**config.mk**
```make
export PLATFORM = sky130hd
export DESIGN_NAME = eepc_program_erase_ctrl
export DESIGN_NICKNAME = d
export VERILOG_FILES = /design/src/rtl/eepc_pkg.sv /design/src/rtl/eepc_program_erase_ctrl.sv /design/src/rtl/eepc_nv_store.sv
export SDC_FILE = /design/constraint.sdc
export NUM_CORES = 2
export LEC_CHECK = 0
export BUFFER_PORTS_ARGS = -buffer_cell sky130_fd_sc_hd__buf_2
export CAP_MARGIN = 30
export CORE_MARGIN = 3
export CORE_UTILIZATION = 35
export CTS_BUF_LIST = sky130_fd_sc_hd__clkbuf_8
export DETAILED_ROUTE_END_ITERATION = 10
export PLACE_DENSITY = 0.61
export SYNTH_ARGS = -nofsm -noshare
export SYNTH_HDL_FRONTEND = slang
export SYNTH_HIERARCHICAL = 1
export SYNTH_MEMORY_MAX_BITS = 65536
export SYNTH_SLANG_ARGS = --single-unit
```
**constraint.sdc**
```tcl
create_clock -name ref_clk -period 76 [get_ports ref_clk]
set_input_delay 3.8 -clock ref_clk [delete_from_list [all_inputs] [get_ports ref_clk]]
set_output_delay 3.8 -clock ref_clk [all_outputs]
set_load 0.02 [all_outputs]
```
**src/rtl/eepc_pkg.sv**
```systemverilog
// Shared constants and carrier types for the nonvolatile array controller.
package eepc_pkg;

  // APB carries the CPU address space with one 32-bit word per CPU byte.
  localparam int unsigned APB_ADDR_W = 18;
  localparam int unsigned APB_DATA_W = 32;

  // CPU-side register offsets within the register page.
  localparam logic [11:0] OFS_BLOCK_PROTECT   = 12'h035;
  localparam logic [11:0] OFS_PROGRAM_CONTROL = 12'h03b;
  localparam logic [11:0] OFS_SETUP_WORD      = 12'h03f;

  // The array occupies the top 512 bytes of a 4 KB page.
  localparam logic [2:0] ARRAY_PAGE_TOP = 3'h7;
  localparam logic [3:0] FORCED_PAGE    = 4'hf;

  // Program control field positions.
  localparam int unsigned PC_VOLTAGE = 0;
  localparam int unsigned PC_LATCH   = 1;
  localparam int unsigned PC_ERASE   = 2;
  localparam int unsigned PC_ROW     = 3;
  localparam int unsigned PC_BYTE    = 4;
  localparam logic [4:0]  PC_RESET   = 5'h00;

  // Block protect fields; bit 4 guards the setup word.
  localparam int unsigned BP_SETUP = 4;
  localparam logic [4:0]  BP_RESET = 5'h1f;
  localparam logic [6:0]  BP_CLEAR_WINDOW = 7'h40;

  // Setup word fields.
  localparam int unsigned SW_MAP_ENABLE  = 0;
  localparam int unsigned SW_WD_DISABLE  = 2;
  localparam int unsigned SW_PAGE_LSB    = 4;
  localparam logic [7:0]  SW_FIXED_ONES  = 8'h0a;
  localparam logic [7:0]  SW_FRESH_VALUE = 8'h0a;

  // Storage geometry: 512 array bytes, then the setup word.
  localparam int unsigned STORE_DEPTH  = 513;
  localparam int unsigned STORE_ADDR_W = 10;
  localparam logic [9:0]  SETUP_INDEX  = 10'h200;
  localparam logic [9:0]  ARRAY_LAST   = 10'h1ff;
  localparam logic [7:0]  ERASED_BYTE  = 8'hff;

  // Protected block boundaries, as array offsets.
  localparam logic [8:0] BLK1_START = 9'h020;
  localparam logic [8:0] BLK2_START = 9'h060;
  localparam logic [8:0] BLK3_START = 9'h0e0;

  // Operating mode codes as presented on the mode pins.
  localparam logic [1:0] MODE_BOOTSTRAP = 2'h0;
  localparam logic [1:0] MODE_SINGLE    = 2'h1;
  localparam logic [1:0] MODE_TEST      = 2'h2;
  localparam logic [1:0] MODE_EXPANDED  = 2'h3;

  typedef enum logic [2:0] {
    BOOT_SYNC, BOOT_WAIT, BOOT_CAPTURE, BOOT_LOAD, BOOT_TAKE, BOOT_RUN
  } eepc_boot_t;

  typedef enum logic [1:0] {OP_IDLE, OP_SWEEP, OP_HOLD} eepc_op_t;

  typedef enum logic [2:0] {HIT_NONE, HIT_BP, HIT_PC, HIT_SW, HIT_ARRAY} eepc_hit_t;

  typedef struct packed {
    logic                  psel;
    logic                  penable;
    logic                  pwrite;
    logic [APB_ADDR_W-1:0] paddr;
    logic [APB_DATA_W-1:0] pwdata;
  } eepc_apb_req_t;

  typedef struct packed {
    logic [APB_DATA_W-1:0] prdata;
    logic                  pready;
    logic                  pslverr;
  } eepc_apb_rsp_t;

endpackage

```
**src/rtl/eepc_program_erase_ctrl.sv**
```systemverilog
// Implementation choices: the APB register port and the register offsets.
`timescale 1ns/1ns
`default_nettype none
// Functional notes
// - Array decodes at page nibble E00 to FFF.
// - Single-chip and bootstrap force page F.
// - Fresh part reads page nibble as zero.
// - Setup bits 3 and 1 read one.
// - Watchdog resets only when disable bit clear.
// - Map enable forced by mode out of reset.
// - Map enable zero removes the array.
// - Protected blocks are never programmed or erased.
// - Row erase clears aligned sixteen-byte row.
// - Latched array write enables whole-array bulk erase.
// - Control bits: voltage, latch, erase, row, byte.
// - Bulk erase of setup word erases everything.
// - Setup word writable any mode unless protected.
// - New setup word acts after next reset.
// - Setup word programs like an array byte.
// - Byte and row bits choose erase extent.
// - Latch bit reconfigures array buses for programming.
module eepc_program_erase_ctrl
  import eepc_pkg::*;
#(
  parameter logic [3:0] REG_PAGE = 4'h1
) (
  input  wire logic          ref_clk,
  input  wire logic          resetn,
  input  wire eepc_apb_req_t apbReq,
  output var  eepc_apb_rsp_t apbRsp,
  input  wire logic [1:0]    opModePins,
  input  wire logic          watchdogTimeout,
  output var  logic          watchdogResetReq,
  output var  logic          arrayMapPresent,
  output var  logic [3:0]    arrayMapBase,
  output var  logic          highVoltageOn
);

  // All state of the controller in one record.
  typedef struct packed {
    eepc_boot_t    boot;            // Reset load sequence.
    logic [1:0]    modeSync1;       // First synchroniser stage.
    logic [1:0]    modeSync2;       // Second synchroniser stage.
    logic [1:0]    mode;            // Mode captured after reset.
    logic [6:0]    bpAge;           // Cycles since reset, saturating.
    logic [3:0]    activePage;      // Page in force since reset.
    logic          activeMapEnable; // Map enable in force.
    logic          activeWdDisable; // Watchdog disable in force.
    logic [4:0]    pcReg;           // Program control register.
    logic [4:0]    bpReg;           // Block protect register.
    logic          latchValid;      // A target has been latched.
    logic [9:0]    latchAddr;       // Latched store index.
    logic [7:0]    latchData;       // Latched program data.
    eepc_op_t      op;              // High-voltage operation state.
    logic [9:0]    sweep;           // Erase sweep position.
    logic [9:0]    sweepEnd;        // Last index of the sweep.
    logic          memRdPending;    // Array read awaiting store data.
    eepc_apb_rsp_t rsp;             // Registered bus answer.
    logic          wdReq;           // Registered watchdog reset request.
    logic          hvOut;           // Registered high-voltage indication.
    logic          mapPresent;      // Registered array presence.
    logic [3:0]    mapBase;         // Registered array page.
  } eepc_state_t;

  localparam eepc_state_t STATE_RESET = '{
    boot: BOOT_SYNC, op: OP_IDLE, pcReg: PC_RESET, bpReg: BP_RESET, default: '0
  };

  eepc_state_t s;          // Current state.
  eepc_state_t next_s;     // Next state.
  logic        memEn;      // Store access strobe.
  logic        memWe;      // Store write select.
  logic [9:0]  memAddr;    // Store index.
  logic [7:0]  memWdata;   // Store write data.
  logic [7:0]  memRdata;   // Registered store read data.

  // Map a bus address onto a target; registers outrank the array.
  function automatic eepc_hit_t decodeHit(input logic [APB_ADDR_W-1:0] addr,
                                          input logic present, input logic [3:0] page);
    logic [15:0] cpu;
    cpu = addr[17:2];
    decodeHit = HIT_NONE;
    if (addr[1:0] != 2'h0) begin
      decodeHit = HIT_NONE;
    end else if (cpu[15:12] == REG_PAGE && cpu[11:0] == OFS_BLOCK_PROTECT) begin
      decodeHit = HIT_BP;
    end else if (cpu[15:12] == REG_PAGE && cpu[11:0] == OFS_PROGRAM_CONTROL) begin
      decodeHit = HIT_PC;
    end else if (cpu[15:12] == REG_PAGE && cpu[11:0] == OFS_SETUP_WORD) begin
      decodeHit = HIT_SW;
    end else if (present && cpu[15:12] == page && cpu[11:9] == ARRAY_PAGE_TOP) begin
      decodeHit = HIT_ARRAY;
    end
  endfunction

  // True when the block holding a store index is write protected.
  function automatic logic isProtected(input logic [9:0] idx, input logic [4:0] bp);
    if (idx[9]) begin
      isProtected = bp[BP_SETUP];
    end else if (idx[8:0] < BLK1_START) begin
      isProtected = bp[0];
    end else if (idx[8:0] < BLK2_START) begin
      isProtected = bp[1];
    end else if (idx[8:0] < BLK3_START) begin
      isProtected = bp[2];
    end else begin
      isProtected = bp[3];
    end
  endfunction

  // Setup word as software sees it, fixed bits reading one.
  function automatic logic [7:0] setupView(input eepc_state_t st);
    setupView = SW_FIXED_ONES;
    setupView[SW_PAGE_LSB +: 4] = st.activePage;
    setupView[SW_WD_DISABLE] = st.activeWdDisable;
    setupView[SW_MAP_ENABLE] = st.activeMapEnable;
  endfunction

  // The nonvolatile cells: 512 array bytes followed by the setup word.
  eepc_nv_store #(
    .DATA_W    (8),
    .DEPTH     (STORE_DEPTH),
    .ADDR_W    (STORE_ADDR_W),
    .FILL      (ERASED_BYTE),
    .LAST_FILL (SW_FRESH_VALUE)
  ) u_store (
    .clk   (ref_clk),
    .en    (memEn),
    .we    (memWe),
    .addr  (memAddr),
    .wdata (memWdata),
    .rdata (memRdata)
  );

  // Next-state logic for boot load, high-voltage engine and bus slave.
  always_comb begin
    eepc_hit_t  hit;
    logic       hvReq;
    logic       stoBusy;
    logic       access;
    logic [7:0] rdByte;
    logic [4:0] wr5;
    next_s = s;
    hit = decodeHit(apbReq.paddr, s.mapPresent, s.mapBase);
    hvReq = 1'b0;
    stoBusy = 1'b0;
    access = apbReq.psel && apbReq.penable;
    rdByte = 8'h00;
    wr5 = apbReq.pwdata[4:0];
    memEn = 1'b0;
    memWe = 1'b0;
    memAddr = 10'h000;
    memWdata = 8'h00;
    // Answer lines stand for exactly one cycle.
    next_s.rsp.pready = 1'b0;
    next_s.rsp.pslverr = 1'b0;
    // Mode pins come from outside; two flops before use.
    next_s.modeSync1 = opModePins;
    next_s.modeSync2 = s.modeSync1;
    if (s.bpAge != BP_CLEAR_WINDOW) begin
      next_s.bpAge = s.bpAge + 7'h01;
    end
    // Voltage reaches the cells only while every enabling bit is set.
    hvReq = s.pcReg[PC_VOLTAGE] && s.pcReg[PC_LATCH] && s.latchValid;
    case (s.boot)
      BOOT_SYNC: begin
        next_s.boot = BOOT_WAIT;
      end
      BOOT_WAIT: begin
        next_s.boot = BOOT_CAPTURE;
      end
      BOOT_CAPTURE: begin
        // Mode straps are caught only once the synchroniser has filled.
        next_s.mode = s.modeSync2;
        next_s.boot = BOOT_LOAD;
      end
      BOOT_LOAD: begin
        // Fetch the stored setup word; it governs until the next reset.
        memEn = 1'b1;
        memAddr = SETUP_INDEX;
        next_s.boot = BOOT_TAKE;
      end
      BOOT_TAKE: begin
        next_s.activePage = memRdata[SW_PAGE_LSB +: 4];
        next_s.activeWdDisable = memRdata[SW_WD_DISABLE];
        if (s.mode == MODE_SINGLE || s.mode == MODE_BOOTSTRAP) begin
          next_s.activeMapEnable = 1'b1;
          next_s.mapBase = FORCED_PAGE;
        end else if (s.mode == MODE_TEST) begin
          next_s.activeMapEnable = 1'b0;
          next_s.mapBase = memRdata[SW_PAGE_LSB +: 4];
        end else begin
          next_s.activeMapEnable = memRdata[SW_MAP_ENABLE];
          next_s.mapBase = memRdata[SW_PAGE_LSB +: 4];
        end
        next_s.boot = BOOT_RUN;
      end
      BOOT_RUN: begin
        // High-voltage engine owns the store port while it writes.
        case (s.op)
          OP_IDLE: begin
            if (hvReq && !s.pcReg[PC_ERASE]) begin
              // Program the latched byte once, if its block allows.
              if (!isProtected(s.latchAddr, s.bpReg)) begin
                memEn = 1'b1;
                memWe = 1'b1;
                memAddr = s.latchAddr;
                memWdata = s.latchData;
                stoBusy = 1'b1;
              end
              next_s.op = OP_HOLD;
            end else if (hvReq) begin
              // Erase extent follows the byte and row bits.
              if (s.pcReg[PC_BYTE]) begin
                next_s.sweep = s.latchAddr;
                next_s.sweepEnd = s.latchAddr;
              end else if (s.pcReg[PC_ROW] && !s.latchAddr[9]) begin
                next_s.sweep = {s.latchAddr[9:4], 4'h0};
                next_s.sweepEnd = {s.latchAddr[9:4], 4'hf};
              end else if (s.pcReg[PC_ROW]) begin
                next_s.sweep = s.latchAddr;
                next_s.sweepEnd = s.latchAddr;
              end else begin
                next_s.sweep = 10'h000;
                next_s.sweepEnd = s.latchAddr[9] ? SETUP_INDEX : ARRAY_LAST;
              end
              next_s.op = OP_SWEEP;
            end
          end
          OP_SWEEP: begin
            if (!hvReq) begin
              // Dropping the voltage bit abandons the rest of the sweep.
              next_s.op = OP_IDLE;
            end else begin
              if (!isProtected(s.sweep, s.bpReg)) begin
                memEn = 1'b1;
                memWe = 1'b1;
                memAddr = s.sweep;
                memWdata = ERASED_BYTE;
                stoBusy = 1'b1;
              end
              if (s.sweep == s.sweepEnd) begin
                next_s.op = OP_HOLD;
              end else begin
                next_s.sweep = s.sweep + 10'h001;
              end
            end
          end
          OP_HOLD: begin
            if (!hvReq) begin
              next_s.op = OP_IDLE;
            end
          end
          default: begin
            next_s.op = OP_IDLE;
          end
        endcase
        // Access phase: decide the answer once, then commit at pready.
        if (access && !s.rsp.pready) begin
          if (s.memRdPending) begin
            next_s.rsp.pready = 1'b1;
            next_s.rsp.prdata = {24'h000000, memRdata};
            next_s.memRdPending = 1'b0;
          end else if (hit == HIT_ARRAY && !apbReq.pwrite && !s.pcReg[PC_LATCH]) begin
            // Normal array read goes through the registered store port.
            if (!stoBusy) begin
              memEn = 1'b1;
              memAddr = {1'b0, apbReq.paddr[10:2]};
              next_s.memRdPending = 1'b1;
            end
          end else begin
            case (hit)
              HIT_BP:    rdByte = {3'h0, s.bpReg};
              HIT_PC:    rdByte = {3'h0, s.pcReg};
              HIT_SW:    rdByte = setupView(s);
              HIT_ARRAY: rdByte = s.latchData;
              default:   rdByte = 8'h00;
            endcase
            next_s.rsp.pready = 1'b1;
            next_s.rsp.pslverr = (hit == HIT_NONE);
            next_s.rsp.prdata = {24'h000000, rdByte};
          end
        end
        // Writes take effect at the edge where pready is seen high.
        if (access && s.rsp.pready && apbReq.pwrite && !s.rsp.pslverr) begin
          case (hit)
            HIT_BP: begin
              // Clearing protection is allowed early after reset or in special modes.
              if (s.bpAge != BP_CLEAR_WINDOW || s.mode == MODE_TEST
                  || s.mode == MODE_BOOTSTRAP) begin
                next_s.bpReg = wr5;
              end else begin
                next_s.bpReg = s.bpReg | wr5;
              end
            end
            HIT_PC: begin
              next_s.pcReg = wr5;
              if (!wr5[PC_LATCH]) begin
                next_s.latchValid = 1'b0;
              end
            end
            HIT_SW: begin
              if (s.pcReg[PC_LATCH] && !s.pcReg[PC_VOLTAGE]) begin
                // The setup word is a target like any array byte.
                next_s.latchValid = 1'b1;
                next_s.latchAddr = SETUP_INDEX;
                next_s.latchData = apbReq.pwdata[7:0];
              end else if (!s.pcReg[PC_LATCH] && s.mode == MODE_TEST) begin
                // Test software may bring the array back into the map.
                next_s.activeMapEnable = apbReq.pwdata[SW_MAP_ENABLE];
              end
            end
            HIT_ARRAY: begin
              if (s.pcReg[PC_LATCH] && !s.pcReg[PC_VOLTAGE]) begin
                next_s.latchValid = 1'b1;
                next_s.latchAddr = {1'b0, apbReq.paddr[10:2]};
                next_s.latchData = apbReq.pwdata[7:0];
              end
            end
            default: begin
              next_s.latchValid = s.latchValid;
            end
          endcase
        end
      end
      default: begin
        next_s.boot = BOOT_SYNC;
      end
    endcase
    // Registered copies of everything that leaves the block.
    next_s.wdReq = watchdogTimeout && !s.activeWdDisable;
    next_s.hvOut = hvReq && s.boot == BOOT_RUN && s.op != OP_IDLE;
    next_s.mapPresent = next_s.activeMapEnable;
  end

  // One register stage for the whole state record.
  always_ff @(posedge ref_clk or negedge resetn) begin
    if (!resetn) begin
      s <= STATE_RESET;
    end else begin
      s <= next_s;
    end
  end

  // Outputs are fields of the registered state.
  assign apbRsp = s.rsp;
  assign watchdogResetReq = s.wdReq;
  assign arrayMapPresent = s.mapPresent;
  assign arrayMapBase = s.mapBase;
  assign highVoltageOn = s.hvOut;

endmodule
`default_nettype wire

```
**src/rtl/eepc_nv_store.sv**
```systemverilog
`timescale 1ns/1ns
`default_nettype none
// Single-port nonvolatile cell store with registered read data.
module eepc_nv_store #(
  parameter int unsigned DATA_W    = 8,
  parameter int unsigned DEPTH     = 513,
  parameter int unsigned ADDR_W    = 10,
  parameter logic [7:0]  FILL      = 8'hff,
  parameter logic [7:0]  LAST_FILL = 8'h0a
) (
  input  wire logic              clk,
  input  wire logic              en,
  input  wire logic              we,
  input  wire logic [ADDR_W-1:0] addr,
  input  wire logic [DATA_W-1:0] wdata,
  output var  logic [DATA_W-1:0] rdata
);

  // Refuse a geometry the address cannot reach.
  if (DEPTH > (2 ** ADDR_W) || DATA_W != 8) begin : g_bad_geometry
    $error("Store geometry not supported.");
  end

  logic [DATA_W-1:0] cells [DEPTH];  // Cell contents; reset leaves them alone.

  // Factory contents: erased array, fresh setup word in the last cell.
  initial begin
    for (int i = 0; i < DEPTH; i++) begin
      cells[i] = (i == DEPTH - 1) ? LAST_FILL : FILL;
    end
  end

  // One access per clock; the read word is registered. A plain always is used
  // because the factory preload above fills the same cells from an initial block.
  always @(posedge clk) begin
    if (en && we) begin
      cells[addr] <= wdata;
    end
    if (en && !we) begin
      rdata <= cells[addr];
    end
  end

endmodule
`default_nettype wire

```
==> results.toml <==
[synth]
synthCells = 8989
synth.top_cell.area_share_pct = 75.3
yosysMostFrequentCell = "edfxtp_1"
ys_types = 83
synth_commonest_cells = "4112 x edfxtp_1, 1389 x mux2i_1, 687 x nor2_1, 612 x o22ai_1, 345 x mux4_2"
synth_area_um2 = 164000
synth_warnings = 6
synth.avg_cell_area_um2 = 18.3
yosys-top-cells-area = "edfxtp_1 75%, mux2i_1 8.5%, mux4_2 4.7%, o22ai_1 2.3%, nor2_1 1.6%"
synth_edf_count = 4112
ys_seq_elements = 4202
ys_seq_area_share_pct = 76.6
synthArstFlopShare_pct = 2.14
synthFlopType = "edfxtp_1"
yosysTopAreaCell = "edfxtp_1"

[global_route]
grt.total_usage_pct = 20.2
grt_antenna_before_repair = 25
grt_pass1_wl_um = 693000
grt_pass1_vias = 89395
overflow = 0
grt_max_degree = 222

[run_status]
status = "complete, no violations"

[clocking]
h-tree-depth = 6
cts_sinks = 4202
clk_latency_ps = 1250
clkTransAtPathRegs_ps = 60
cts_root_buffer = "clkbuf_8"
post_cts_resized = 0
cts_buffers = 668
cts_buffer_depth = 4
hold_buffers = 0
cts_setup_buffers = 0
tritoncts = "yes"

[final_layout]
fin_nets = 9479
multiInputGateArea_um2 = 35800
final_cell_count_no_fill = 16143
postLayoutCoreUtil_pct = 39.6
area_delta_synth_final_pct = 12.2
fillCellCount = 41583
final_layout_size_suffix_gt1_share_pct = 16.4
seqCellArea_um2 = 126000

[timing]
hold_viol = 0
clock.fmax_ghz = 0.0786
fin_setup_tns_ps = 0
tightest_slew_ps = 1450
slew_viol_final = 0
period_minus_slack_ps = 12720
setup_viol = 0
fin_skew_ps = 71.2
fin_crit_sh_pct = 16.7
rsz0062_at_grt = "no"
slew_headroom_pct = 3.22

[die]
dieArea_um2 = 477000
io_pins = 99
start_util_pct = 35.3
die_h_um = 691
rows = 250
die_w_um = 691
coreArea_um2 = 465000

[routing]
drt-vias-per-instance = 5.68
finalWirelength_um = 498000
top_layer = "met5"
wl_per_cell_um = 30.9
drc_errors = 0
drt_iter0_markers = 12893
dr_total_vias = 91695
wl_met3_um = 57100
firstDrtPassIters = 6
wl_met2_um = 227000
final_antenna_net_count = 0
wl_met1_um = 193000

[worst_setup_path]
worstSetupEndpoint = "u_store/rdata[6]$_DFFE_PP_"
r2r-start = "s[113]$_DFFE_PN0N_"
startpoint_type = "input port"
r2r_cells = 19
cpPeakStageDelay_ps = 900
worstSetupPathType = "in2reg"
path_common_cell = "buf_4"
worstPathCellList = "buf_2, nand4_1, nor3_1, and3_1, nand3_1, a21o_1, nor3_2, buf_4, buf_12, buf_4, buf_4, buf_4, buf_4, buf_4, mux2i_1, o22ai_1, nor4_1, nand2_1, o311ai_2, nand4_1, a221o_1"
r2r_slack_ps = 65420
worst_setup_path_end_kind = "register"
cp.required_ps = 76930
r2r_end = "u_store/rdata[6]$_DFFE_PP_"
slowest_stage = "o311ai_2"
cp-startpoint = "apbReq[44]"
arrival_ps = 13650
worstPathMaxFanout = 99

[placed_design]
placed_cells = 14900
gp_congestion = 0.874
port_buffers = 50
dpl.hpwl_um = 297000

[min_path]
holdPathStages = 0
worstHoldPathType = "reg2reg"

[power_and_ir_drop]
p_leak_nw = 63.6
power_density_nw_per_um2 = 23.2
ir_drop_mv = 0.0170
p_total_w = 0.00427

[flow_run]
cap_violations = 0
[kinds of logic after synthesis]
| family | synth area share (%) |
|---|---|
| AO/OA/AOI/OAI | 4.14 |
| XOR/XNOR | 0.128 |
| adder cells (fa/ha/maj) | 0.0229 |
| buffers and inverters | 1.92 |
| flip-flops | 76.6 |
| multiplexers | 13.5 |
| other | 0.00229 |
| AND/OR/NAND/NOR | 3.69 |
[power by group]
part / internal, W / total [W] / switching (W)
combinational: 0.00000148 / 0.00000581 / 0.00000432
sequential: 0.00251 / 0.00251 / 0.000000385
clock: 0.000864 / 0.00175 / 0.000890
total: 0.00337 / 0.00427 / 0.000895
[layout make-up]
type / instances / area share [%]
sequential: 4202 / 68.3
multi-input combinational: 4187 / 19.4
clock buffer: 681 / 5.09
tap: 6174 / 4.20
timing repair buffer: 334 / 1.53
clock inverter: 513 / 1.38
inverter: 25 / 0.0510
antenna: 27 / 0.0367
[sequential cells by signal (all words and copies together), names as in the netlist]
| name | count |
|---|---|
| arrayMapPresent | 1 |
| arrayMapBase | 4 |
| watchdogResetReq | 1 |
| u_store/cells | 4104 |
| highVoltageOn | 1 |
| u_store/rdata | 8 |
| apbRsp | 10 |
| next_s | 2 |
| s | 71 |
[how the worst min path moves through the flow]
| stage | startpoint | slack [ps] | end |
|---|---|---|---|
| 6_report | next_s[109]$_DFF_PN0_ | 370 | s[109]$_DFF_PN0_ |
| 5_1_grt | next_s[108]$_DFF_PN0_ | 390 | s[108]$_DFF_PN0_ |
| 4_1_cts | next_s[108]$_DFF_PN0_ | 380 | s[108]$_DFF_PN0_ |
| 3_5_place_dp | next_s[109]$_DFF_PN0_ | 350 | s[109]$_DFF_PN0_ |
| 3_3_place_gp | next_s[109]$_DFF_PN0_ | 350 | s[109]$_DFF_PN0_ |
| 2_1_floorplan | next_s[108]$_DFF_PN0_ | 330 | s[108]$_DFF_PN0_ |
[placed cells by master, fill, tap and decap left out, types with 99 or more instances in the layout]
cell type  count
buf_4        239
clkbuf_8     681
clkinv_1     167
edfxtp_1    4112
inv_1        248
mux2i_1     1389
mux4_2       345
nand2_1      188
nor2_1       684
nor4_1       142
o21ai_0       99
o22ai_1      612
[metrics by stage]
step / area, µm² / hold WS [ps] / setup WS [ps]
floorplan: 164000 / 331 / 50460
global placement: 172000 / 345 / 62440
detailed placement: 172000 / 347 / 62400
CTS: 184000 / 379 / 63660
global route: 184000 / 386 / 63080
finish: 184000 / 369 / 63280
[layer usage]
metal	up-vias	GRT usage, %
li1	37222	-
met1	47829	27.4
met2	5729	31.1
met3	907	4.98
met4	8	8.27
met5	-	0
[worst max-delay path: cells and delay by family]
family	cells	cell delay [ps]
buffers and inverters	8	4650
multiplexers	1	310
AO/OA/AOI/OAI	4	1800
AND/OR/NAND/NOR	8	2720
No activity file was read; power rests on OpenSTA's default activity.
